File: src/logic/cwb_pkg.sv
package cwb_pkg;
   // Register byte addresses
   localparam logic [7:0] ADDR_CTRL   = 8'h00; // channel_control_register
   localparam logic [7:0] ADDR_COUNT  = 8'h04; // byte_count_register
   localparam logic [7:0] ADDR_DATA   = 8'h08; // inbound_byte_register
   localparam logic [7:0] ADDR_INTR   = 8'h0c; // interrupt bits
   localparam logic [7:0] ADDR_FLAG   = 8'h10; // channel_flag_register
   localparam logic [7:0] ADDR_ERR    = 8'h14; // error_status_register
   localparam logic [7:0] ADDR_STAT   = 8'h18; // branch conditions
   localparam logic [7:0] ADDR_STOP   = 8'h1c; // transfer-stop strobe
   localparam logic [7:0] ADDR_WORK   = 8'h20; // counter_working_register
   // Field positions
   localparam int CTRL_XFER     = 0;
   localparam int CTRL_WRITE    = 1;
   localparam int CTRL_SUPP     = 5;
   localparam int INTR_EXHAUST  = 0;
   localparam int INTR_CHANINT  = 5;
   localparam int FLAG_CMDOUT   = 4;
   localparam int ERR_OVERRUN   = 3;
   localparam int STAT_BUFRDY   = 0;
   localparam int STAT_QEMPTY   = 1;
   localparam int STAT_STOPPED  = 2;
   localparam logic [1:0] RESP_OKAY   = 2'b00;
   localparam logic [1:0] RESP_SLVERR = 2'b10;
   localparam logic [15:0] COUNT_RESET = 16'h0000;
   localparam logic [15:0] COUNT_ONE   = 16'h0001;

   // Channel tags coming in
   typedef struct packed {
      logic serviceOut;
      logic dataOut;
      logic commandOut;
      logic addressOut;
      logic suppressOut;
      logic operationalIn;
      logic initialSel;
      logic shortBusy;
   } cwb_tags_in_t;

   typedef enum logic [1:0] {
      CWB_IDLE = 2'b00,
      CWB_REQ  = 2'b01,
      CWB_DONE = 2'b11
   } cwb_state_t;
endpackage : cwb_pkg

File: src/logic/cwb_channel_write.sv
`timescale 1ns/10ps
`default_nettype none
// How it works
// Two byte buffer sits between channel bus and inbound byte register.
// Write starts after count load plus transfer and write bits set.
// Loading the byte counter clears the count-exhausted latch.
// Buffer-ready is held clear for two cycles after transfer and write set.
// First request is Data In; buffer-ready clear until byte arrives.
// Received byte goes to inbound register and sets buffer-ready.
// With a free entry, the next request is raised at once.
// Reading inbound register pops; buffer-ready stays if more remain.
// Counter decrements per byte; zero blocks new requests until reload.
// Both entries full blocks further requests until one is consumed.
// Requests alternate Data In and Service In.
// Count-exhausted is interrupt bit 0; software then clears control.
// Command Out truncates: no decrement, no buffer-ready, flag bits set.
// Software signals overrun with stop strobe and error bit 3.
// Stop lets the current request finish and blocks new ones.
// Stop with no request active halts the transfer at once.
// After stop, queue-empty sets once the current sequence finishes.
// Address Out halt is shown; software clears control bits.
// Suppress bit 5 holds new requests off while Suppress Out is high.
// Buffer-ready means at least one entry is full during writes.
// Queue-empty means counter zero (or stopped and idle).
// Channel interrupt from selection or operational with halt/truncate.
// Byte counter is a sixteen bit loadable down counter.
// A byte counts only when In meets the matching Out tag.
// Exhausted latch sets on a handshake with count one, synchronous.
// Counter moves to or from working register only with transfer off.
// Channel tags pass two flip-flops before any logic reads them.
// Reset clears control bits, empties buffer and drops request tags.
module cwb_channel_write (
   // Clock and reset
   input  wire logic                 sys_clk,
   input  wire logic                 nrst,
   // AXI4-Lite slave
   input  wire logic [7:0]           s_awaddr,
   input  wire logic                 s_awvalid,
   output logic                      s_awready,
   input  wire logic [31:0]          s_wdata,
   input  wire logic [3:0]           s_wstrb,
   input  wire logic                 s_wvalid,
   output logic                      s_wready,
   output logic [1:0]                s_bresp,
   output logic                      s_bvalid,
   input  wire logic                 s_bready,
   input  wire logic [7:0]           s_araddr,
   input  wire logic                 s_arvalid,
   output logic                      s_arready,
   output logic [31:0]               s_rdata,
   output logic [1:0]                s_rresp,
   output logic                      s_rvalid,
   input  wire logic                 s_rready,
   // Channel
   input  wire cwb_pkg::cwb_tags_in_t tagsIn,
   input  wire logic [7:0]           busOut,
   output logic                      dataIn,
   output logic                      serviceIn
);
   import cwb_pkg::*;

   cwb_tags_in_t syncA_q;
   cwb_tags_in_t tags_q;
   logic [7:0]   busA_q;
   logic [7:0]   bus_q;
   cwb_tags_in_t tagsPrev_q;

   // Tags and bus are asynchronous
   always_ff @(posedge sys_clk or negedge nrst) begin
      if (!nrst) begin
         syncA_q    <= '0;
         tags_q     <= '0;
         tagsPrev_q <= '0;
         busA_q     <= 8'h00;
         bus_q      <= 8'h00;
      end else begin
         syncA_q    <= tagsIn;
         tags_q     <= syncA_q;
         tagsPrev_q <= tags_q;
         busA_q     <= busOut;
         bus_q      <= busA_q;
      end
   end

   logic        xfer_q, write_q, supp_q;
   logic [15:0] count_q;
   logic [15:0] work_q;
   logic        exhaust_q, cmdOut_q, overrun_q, stop_q, chanInt_q;
   logic [7:0]  buf_q [2];
   logic        rdPtr_q, wrPtr_q;
   logic [1:0]  fill_q;
   logic        useSvc_q;
   logic        enPrev_q, armed_q;
   cwb_state_t  state_q;
   logic        reqTag_q;

   // Bus handshakes
   logic awHeld_q, wHeld_q;
   logic [7:0]  awAddr_q;
   logic [31:0] wData_q;
   logic [3:0]  wStrb_q;
   logic doWrite, doRead;
   assign s_awready = !awHeld_q && !s_bvalid;
   assign s_wready  = !wHeld_q && !s_bvalid;
   assign doWrite   = awHeld_q && wHeld_q && !s_bvalid;
   assign s_arready = !s_rvalid;
   assign doRead    = s_arvalid && s_arready;

   always_ff @(posedge sys_clk or negedge nrst) begin
      if (!nrst) begin
         awHeld_q <= 1'b0;
         wHeld_q  <= 1'b0;
         awAddr_q <= 8'h00;
         wData_q  <= 32'h0;
         wStrb_q  <= 4'h0;
         s_bvalid <= 1'b0;
         s_bresp  <= RESP_OKAY;
      end else begin
         if (s_awvalid && s_awready) begin
            awHeld_q <= 1'b1;
            awAddr_q <= s_awaddr;
         end
         if (s_wvalid && s_wready) begin
            wHeld_q <= 1'b1;
            wData_q <= s_wdata;
            wStrb_q <= s_wstrb;
         end
         if (doWrite) begin
            awHeld_q <= 1'b0;
            wHeld_q  <= 1'b0;
            s_bvalid <= 1'b1;
            case (awAddr_q)
               ADDR_CTRL, ADDR_COUNT, ADDR_ERR, ADDR_STOP, ADDR_WORK:
                  s_bresp <= RESP_OKAY;
               default: s_bresp <= RESP_SLVERR;
            endcase
         end else if (s_bvalid && s_bready) begin
            s_bvalid <= 1'b0;
         end
      end
   end

   logic wrCtrl, wrCount, wrErr, wrStop, wrWork, rdData;
   assign wrCtrl  = doWrite && awAddr_q == ADDR_CTRL && wStrb_q[0];
   assign wrCount = doWrite && awAddr_q == ADDR_COUNT && !xfer_q;
   assign wrErr   = doWrite && awAddr_q == ADDR_ERR && wStrb_q[0];
   assign wrStop  = doWrite && awAddr_q == ADDR_STOP;
   assign wrWork  = doWrite && awAddr_q == ADDR_WORK;
   assign rdData  = doRead && s_araddr == ADDR_DATA;

   // Channel handshake on synchronised tags
   logic dataAck, svcAck, cmdAck, byteDone, active, bufRdy, qEmpty, pop;
   assign active   = xfer_q && write_q;
   assign dataAck  = dataIn && tags_q.dataOut && !tagsPrev_q.dataOut;
   assign svcAck   = serviceIn && tags_q.serviceOut
                     && !tagsPrev_q.serviceOut;
   assign byteDone = dataAck || svcAck;
   assign cmdAck   = (dataIn || serviceIn) && tags_q.commandOut
                     && !tagsPrev_q.commandOut;
   assign bufRdy   = armed_q && fill_q != 2'd0;
   assign pop      = rdData && fill_q != 2'd0;
   assign qEmpty   = count_q == COUNT_RESET
                     || (stop_q && state_q != CWB_REQ);

   logic canReq;
   assign canReq = active && !exhaust_q && count_q != COUNT_RESET
                   && (fill_q != 2'd2 || pop)
                   && !stop_q
                   && !cmdOut_q
                   && !(supp_q && tags_q.suppressOut);

   // Control, counter and stop
   always_ff @(posedge sys_clk or negedge nrst) begin
      if (!nrst) begin
         xfer_q  <= 1'b0;
         write_q <= 1'b0;
         supp_q  <= 1'b0;
      end else if (wrCtrl) begin
         xfer_q  <= wData_q[CTRL_XFER];
         write_q <= wData_q[CTRL_WRITE];
         supp_q  <= wData_q[CTRL_SUPP];
      end
   end

   always_ff @(posedge sys_clk or negedge nrst) begin
      if (!nrst) begin
         count_q <= COUNT_RESET;
         work_q  <= COUNT_RESET;
      end else begin
         if (wrWork) work_q <= wData_q[15:0];
         if (wrCount) begin
            count_q <= wData_q[15:0];
         end else if (byteDone && count_q != COUNT_RESET) begin
            count_q <= count_q - COUNT_ONE;
         end
      end
   end

   always_ff @(posedge sys_clk or negedge nrst) begin
      if (!nrst) begin
         exhaust_q <= 1'b0;
      end else if (byteDone && count_q == COUNT_ONE) begin
         exhaust_q <= 1'b1;
      end else if (wrCount) begin
         exhaust_q <= 1'b0;
      end
   end

   always_ff @(posedge sys_clk or negedge nrst) begin
      if (!nrst) begin
         stop_q    <= 1'b0;
         overrun_q <= 1'b0;
         cmdOut_q  <= 1'b0;
         chanInt_q <= 1'b0;
      end else begin
         if (wrStop) stop_q <= 1'b1;
         else if (!active) stop_q <= 1'b0;
         if (wrErr) overrun_q <= wData_q[ERR_OVERRUN];
         if (cmdAck) cmdOut_q <= 1'b1;
         else if (!active) cmdOut_q <= 1'b0;
         chanInt_q <= (tags_q.initialSel && !tags_q.shortBusy
                       && !tags_q.operationalIn)
                      || (tags_q.operationalIn
                          && (tags_q.addressOut || cmdOut_q));
      end
   end

   // Buffer-ready held off for the first two cycles after enabling
   always_ff @(posedge sys_clk or negedge nrst) begin
      if (!nrst) begin
         enPrev_q <= 1'b0;
         armed_q  <= 1'b0;
      end else begin
         enPrev_q <= active;
         armed_q  <= active && enPrev_q;
      end
   end

   // Two entry byte queue
   always_ff @(posedge sys_clk or negedge nrst) begin
      if (!nrst) begin
         buf_q[0] <= 8'h00;
         buf_q[1] <= 8'h00;
         rdPtr_q  <= 1'b0;
         wrPtr_q  <= 1'b0;
         fill_q   <= 2'd0;
      end else if (!active) begin
         rdPtr_q <= 1'b0;
         wrPtr_q <= 1'b0;
         fill_q  <= 2'd0;
      end else begin
         if (byteDone) begin
            buf_q[wrPtr_q] <= bus_q;
            wrPtr_q        <= !wrPtr_q;
         end
         if (pop) rdPtr_q <= !rdPtr_q;
         fill_q <= fill_q + {1'b0, byteDone} - {1'b0, pop};
      end
   end

   // Request sequencer; one sequence is a tag raised until Out answers
   always_ff @(posedge sys_clk or negedge nrst) begin
      if (!nrst) begin
         state_q  <= CWB_IDLE;
         reqTag_q <= 1'b0;
         useSvc_q <= 1'b0;
      end else begin
         case (state_q)
            CWB_IDLE: begin
               if (!active) useSvc_q <= 1'b0;
               if (canReq && !tags_q.dataOut && !tags_q.serviceOut) begin
                  reqTag_q <= 1'b1;
                  state_q  <= CWB_REQ;
               end
            end
            CWB_REQ: begin
               if (byteDone || cmdAck || !active) begin
                  reqTag_q <= 1'b0;
                  if (byteDone) useSvc_q <= !useSvc_q;
                  state_q  <= CWB_DONE;
               end
            end
            CWB_DONE: begin
               if (!tags_q.dataOut && !tags_q.serviceOut) begin
                  state_q <= CWB_IDLE;
               end
            end
            default: state_q <= CWB_IDLE;
         endcase
      end
   end

   assign dataIn    = reqTag_q && !useSvc_q;
   assign serviceIn = reqTag_q && useSvc_q;

   // Read data
   always_ff @(posedge sys_clk or negedge nrst) begin
      if (!nrst) begin
         s_rvalid <= 1'b0;
         s_rdata  <= 32'h0;
         s_rresp  <= RESP_OKAY;
      end else if (doRead) begin
         s_rvalid <= 1'b1;
         s_rresp  <= RESP_OKAY;
         s_rdata  <= 32'h0;
         case (s_araddr)
            ADDR_CTRL: begin
               s_rdata[CTRL_XFER]  <= xfer_q;
               s_rdata[CTRL_WRITE] <= write_q;
               s_rdata[CTRL_SUPP]  <= supp_q;
            end
            ADDR_COUNT: s_rdata[15:0] <= count_q;
            ADDR_DATA:  s_rdata[7:0] <= active ? buf_q[rdPtr_q] : bus_q;
            ADDR_INTR: begin
               s_rdata[INTR_EXHAUST] <= exhaust_q;
               s_rdata[INTR_CHANINT] <= chanInt_q;
            end
            // Sticky, so a short Command Out pulse is not missed
            ADDR_FLAG: s_rdata[FLAG_CMDOUT] <= cmdOut_q;
            ADDR_ERR:  s_rdata[ERR_OVERRUN] <= overrun_q;
            ADDR_STAT: begin
               s_rdata[STAT_BUFRDY]  <= bufRdy;
               s_rdata[STAT_QEMPTY]  <= qEmpty;
               s_rdata[STAT_STOPPED] <= stop_q;
            end
            ADDR_WORK: s_rdata[15:0] <= xfer_q ? work_q : count_q;
            ADDR_STOP: s_rdata <= 32'h0;
            default: s_rresp <= RESP_SLVERR;
         endcase
      end else if (s_rvalid && s_rready) begin
         s_rvalid <= 1'b0;
      end
   end

   // Checks
   a_count_step: assert property (@(posedge sys_clk) disable iff (!nrst)
      byteDone && !wrCount && count_q != COUNT_RESET
      |=> count_q == $past(count_q) - COUNT_ONE)
      else $error("count did not step");
   a_exhaust_set: assert property (@(posedge sys_clk) disable iff (!nrst)
      byteDone && count_q == COUNT_ONE |=> exhaust_q)
      else $error("exhaust latch missed");
   a_load_clear: assert property (@(posedge sys_clk) disable iff (!nrst)
      wrCount && !(byteDone && count_q == COUNT_ONE) |=> !exhaust_q)
      else $error("load did not clear latch");
   a_no_req_zero: assert property (@(posedge sys_clk) disable iff (!nrst)
      state_q == CWB_IDLE && count_q == COUNT_RESET |=> !reqTag_q)
      else $error("request at zero count");
   a_full_block: assert property (@(posedge sys_clk) disable iff (!nrst)
      state_q == CWB_IDLE && fill_q == 2'd2 && !pop |=> !reqTag_q)
      else $error("request with full buffer");
   a_rdy_delay: assert property (@(posedge sys_clk) disable iff (!nrst)
      $rose(active) |-> !bufRdy ##1 !bufRdy)
      else $error("ready too early");
   a_stop_block: assert property (@(posedge sys_clk) disable iff (!nrst)
      stop_q && state_q == CWB_IDLE |=> !reqTag_q)
      else $error("request after stop");
   a_trunc_hold: assert property (@(posedge sys_clk) disable iff (!nrst)
      cmdAck && !byteDone && !wrCount |=> count_q == $past(count_q))
      else $error("truncation moved count");
   a_supp_hold: assert property (@(posedge sys_clk) disable iff (!nrst)
      state_q == CWB_IDLE && supp_q && tags_q.suppressOut
      |=> !reqTag_q)
      else $error("request under suppress");
   a_tags_excl: assert property (@(posedge sys_clk) disable iff (!nrst)
      !(dataIn && serviceIn))
      else $error("both request tags high");
   a_trunc_block: assert property (@(posedge sys_clk) disable iff (!nrst)
      cmdOut_q && state_q == CWB_IDLE |=> !reqTag_q)
      else $error("request after truncation");
   c_byte: cover property (@(posedge sys_clk) disable iff (!nrst)
      byteDone && count_q == COUNT_ONE);
   c_full: cover property (@(posedge sys_clk) disable iff (!nrst)
      fill_q == 2'd2);
   c_trunc: cover property (@(posedge sys_clk) disable iff (!nrst) cmdAck);
   c_stop: cover property (@(posedge sys_clk) disable iff (!nrst)
      stop_q && qEmpty);
endmodule : cwb_channel_write
`default_nettype wire

File: config.mk
export PLATFORM = sky130hd
export DESIGN_NAME = cwb_channel_write
export DESIGN_NICKNAME = d
export VERILOG_FILES = /design/src/logic/cwb_pkg.sv /design/src/logic/cwb_channel_write.sv
export SDC_FILE = /design/constraint.sdc
export NUM_CORES = 1
export LEC_CHECK = 0
export BUFFER_PORTS_ARGS = -buffer_cell sky130_fd_sc_hd__buf_2
export CORE_ASPECT_RATIO = 1.75
export CORE_MARGIN = 2
export CORE_UTILIZATION = 43
export DETAILED_ROUTE_END_ITERATION = 8
export PLACE_DENSITY = 0.76
export SYNTH_ARGS = -nofsm -noshare
export SYNTH_HDL_FRONTEND = slang
export SYNTH_SLANG_ARGS = --single-unit
File: constraint.sdc
create_clock -name sys_clk -period 3.05 [get_ports sys_clk]
set_input_delay 0.1525 -clock sys_clk [delete_from_list [all_inputs] [get_ports sys_clk]]
set_output_delay 0.1525 -clock sys_clk [all_outputs]
set_load 0.05 [all_outputs]
==> results.ini <==
[finish]
area_delta_synth_final_pct = 25.8
finalInstanceArea_um2 = 8190
finish.utilization = 0.552
diodes = 0
drive_gt1_frac = 0.276
final_net_count = 774

[synth]
syn_area_um2 = 6510
ys_ff_latch = 148
synth-main-ff-cell = dfrtp_1
ys_types = 55
ys_seq_area_frac = 0.569
synth_area_per_cell_um2 = 11.5
async_flop_share = 1.00
synth_cells = 565
synth_enable_flop_cells = 0
ys_warn_count = 0

[worst_setup_path]
crit_path_cell_trace = nor4bb_1 -> or2_2 -> clkinv_1 -> ha_1 -> inv_1 -> ha_1 -> xor2_1 -> xnor2_1 -> nor2_1
arrival_ns = 2.81
cp.buffers_inverters = 2
crit_family = simple AND/OR/NAND/NOR gates
cp_data_required_time_ns = 3.35
cp_max_fo = 17
critPathCaptureType = register
reg2reg_from = useSvc_q
cpMostUsedCell = ha_1
critical_path.startpoint = useSvc_q
crit_type = reg -> reg
slowest_delay_ns = 0.43
critical_path.slowest_cell = dfrtp_1
startpoint_type = register

[global_routing]
grt_usage = 0.191
grt_pass1_vias = 4904
grt-ovfl-total = 0
antenna_found_initial = 0
grt_start_max_net_pins = 73
grt_pass1_wl_um = 24600

[detailed_routing]
ant_nets = 0
wl_per_cell_um = 16.9
drc = 0
via_per_inst = 5.37
via_count = 4783
first_pass_iters = 5
wirelength_um = 15000
drt_iter0_markers = 290

[placed_design]
hpwl_um = 10500
port_buffers = 80
gp_congestion = 0.940
postPlaceCellArea_um2 = 7070
pre_cts_slack_ns = 0.427

[sta]
maxSlewHeadroom = 0.384
tns_ns = 0
fmax_mhz = 398
worst_slack_ns = 0.540
worst_clock_skew_ns = 0.00567
fin_crit_sh = 0.823
rsz0062_at_grt = no
hold_slack_ns = 0.118
slew_violations = 0
period_minus_slack_ns = 2.51
setup-violations-final = 0
worst_slew_pin_slew_ns = 0.924
hold_viol = 0

[cts]
postCtsSetupBuffers = 0
cts_sinks = 148
numCtsBuffers = 17
clk_pin_slew_ns = 0.05
cts_tree = yes
htreeDepth = 4
clk_latency_ns = 0.42
cts_root_buffer = clkbuf_16
ctsResizeCount = 0
clk_path_buf_depth = 2

[die]
die_area_um2 = 16200
die_h_um = 167
boundaryPins = 118
initial_core_util = 0.439
core-area_um2 = 14800
die_w_um = 97
rows = 59

[power_and_ir_drop]
power_frac_comb = 0.272
switchingPower_mw = 2.32
p_leak_nw = 3.80
p_sw_frac = 0.328
p_clk_frac = 0.332
power_frac_seq = 0.396
p_per_area_nw_per_um2 = 863
ir_worst_vdd_uv = 596
intPower_mw = 4.74

[min_path]
min_from = s_araddr[0]
hp-class = in -> reg

[job]
cap_violations = 0

[status]
status = completed

power groups by stage:
stage,sequential (mW),combinational [mW],clock (mW)
after floorplan,2.84,1.38,0
after global placement,2.79,1.79,0
after detailed placement,2.82,1.86,0
after CTS,2.79,1.91,2.38
after global routing,2.84,2.09,2.48
final,2.79,1.92,2.35
layout by cell type, fill, tap and decap left out, types with 10 or more instances in the layout:
cell type,instances
nor3_1,13
a221oi_1,11
a21oi_1,26
o21ai_0,16
nand3_1,12
xor2_1,13
nor2_1,65
nand2_1,29
buf_2,79
clkbuf_16,17
dfrtp_1,148
mux2i_1,10
buf_4,11
conb_1,18
dlygate4sd3_1,44
mux2_2,63
cells by family after synthesis:
kind of cell	synth area share
buffers and inverters	0.0427
AO/OA/AOI/OAI	0.0757
multiplexers	0.124
adder cells (fa/ha/maj)	0.00961
flip-flops	0.569
other	0.000576
AND/OR/NAND/NOR	0.151
XOR/XNOR	0.0269
layer usage:
metal / GRT usage / share of wire
met1: 0.217 / 0.39
met2: 0.334 / 0.52
met3: 0.0453 / 0.051
met4: 0.0980 / 0.041
met5: 0 / 0
final timing paths:
| check | slack, ns | end | cells past startpoint |
|---|---|---|---|
| max | 0.54 | fill_q[1] | 9 |
| min in group asynchronous | 0.18 | bus_q[5] | 2 |
| min reg2reg | 0.34 | bus_q[5] | 0 |
| min | 0.12 | s_rdata[2] | 4 |
| max reg2reg | 0.54 | fill_q[1] | 9 |
| max in group asynchronous | 2.02 | count_q[4] | 3 |
synthesized netlist by cell type (6+ instances only):
cell type | n | area share
a21oi_1 | 26 | 0.020
a221oi_1 | 11 | 0.015
buf_4 | 18 | 0.021
clkbuf_1 | 17 | 0.0098
dfrtp_1 | 148 | 0.57
inv_1 | 9 | 0.0052
mux2_2 | 63 | 0.11
mux2i_1 | 10 | 0.015
nand2_1 | 29 | 0.017
nand2b_1 | 6 | 0.0058
nand3_1 | 12 | 0.0092
nand4_1 | 6 | 0.0058
nor2_1 | 65 | 0.037
nor2b_1 | 8 | 0.0077
nor3_1 | 13 | 0.010
nor4_1 | 9 | 0.0086
o21ai_0 | 16 | 0.012
xnor2_1 | 7 | 0.0094
xor2_1 | 13 | 0.017
state kept, by name, indices dropped and copies added, names as in the netlist, 2 cells and up:
register    cells
tags_q          8
wData_q        16
syncA_q         8
state_q         2
busA_q          8
s_rdata        16
awAddr_q        8
fill_q          2
tagsPrev_q      3
count_q        16
work_q         16
bus_q           8
buf_q          16
metrics by stage:
step                      power [mW]  cells
final                           7.06    890
after global routing            7.41    890
after CTS                       7.08    890
after detailed placement        4.67    814
after global placement          4.59    814
after floorplan                 4.22    582
timing repair:
item / 4_1_cts / 5_1_grt
endpoints found under the hold margin: 144 / 0
hold buffers: 44 / 0
setup endpoints to repair: 0 / 0
worst reg2reg max path, delay by kind of cell (launching register included):
| kind | cells | cell delay [ns] |
|---|---|---|
| and+or+nand+nor | 3 | 0.72 |
| adders and majority gates | 2 | 0.53 |
| DFF | 1 | 0.43 |
| buffers and inverters | 2 | 0.37 |
| xor gates and xnor gates | 2 | 0.36 |
final cells by class:
| cell class | count | area, um^2 |
|---|---|---|
| sequential | 148 | 3700 |
| clock inverter | 9 | 198 |
| tap | 183 | 229 |
| multi-input combinational | 381 | 2590 |
| fill | 1235 | 6650 |
| timing repair buffer | 136 | 950 |
| clock buffer | 23 | 478 |
| inverter | 10 | 37.5 |
Note: power is estimated with default switching activity, not from simulation.
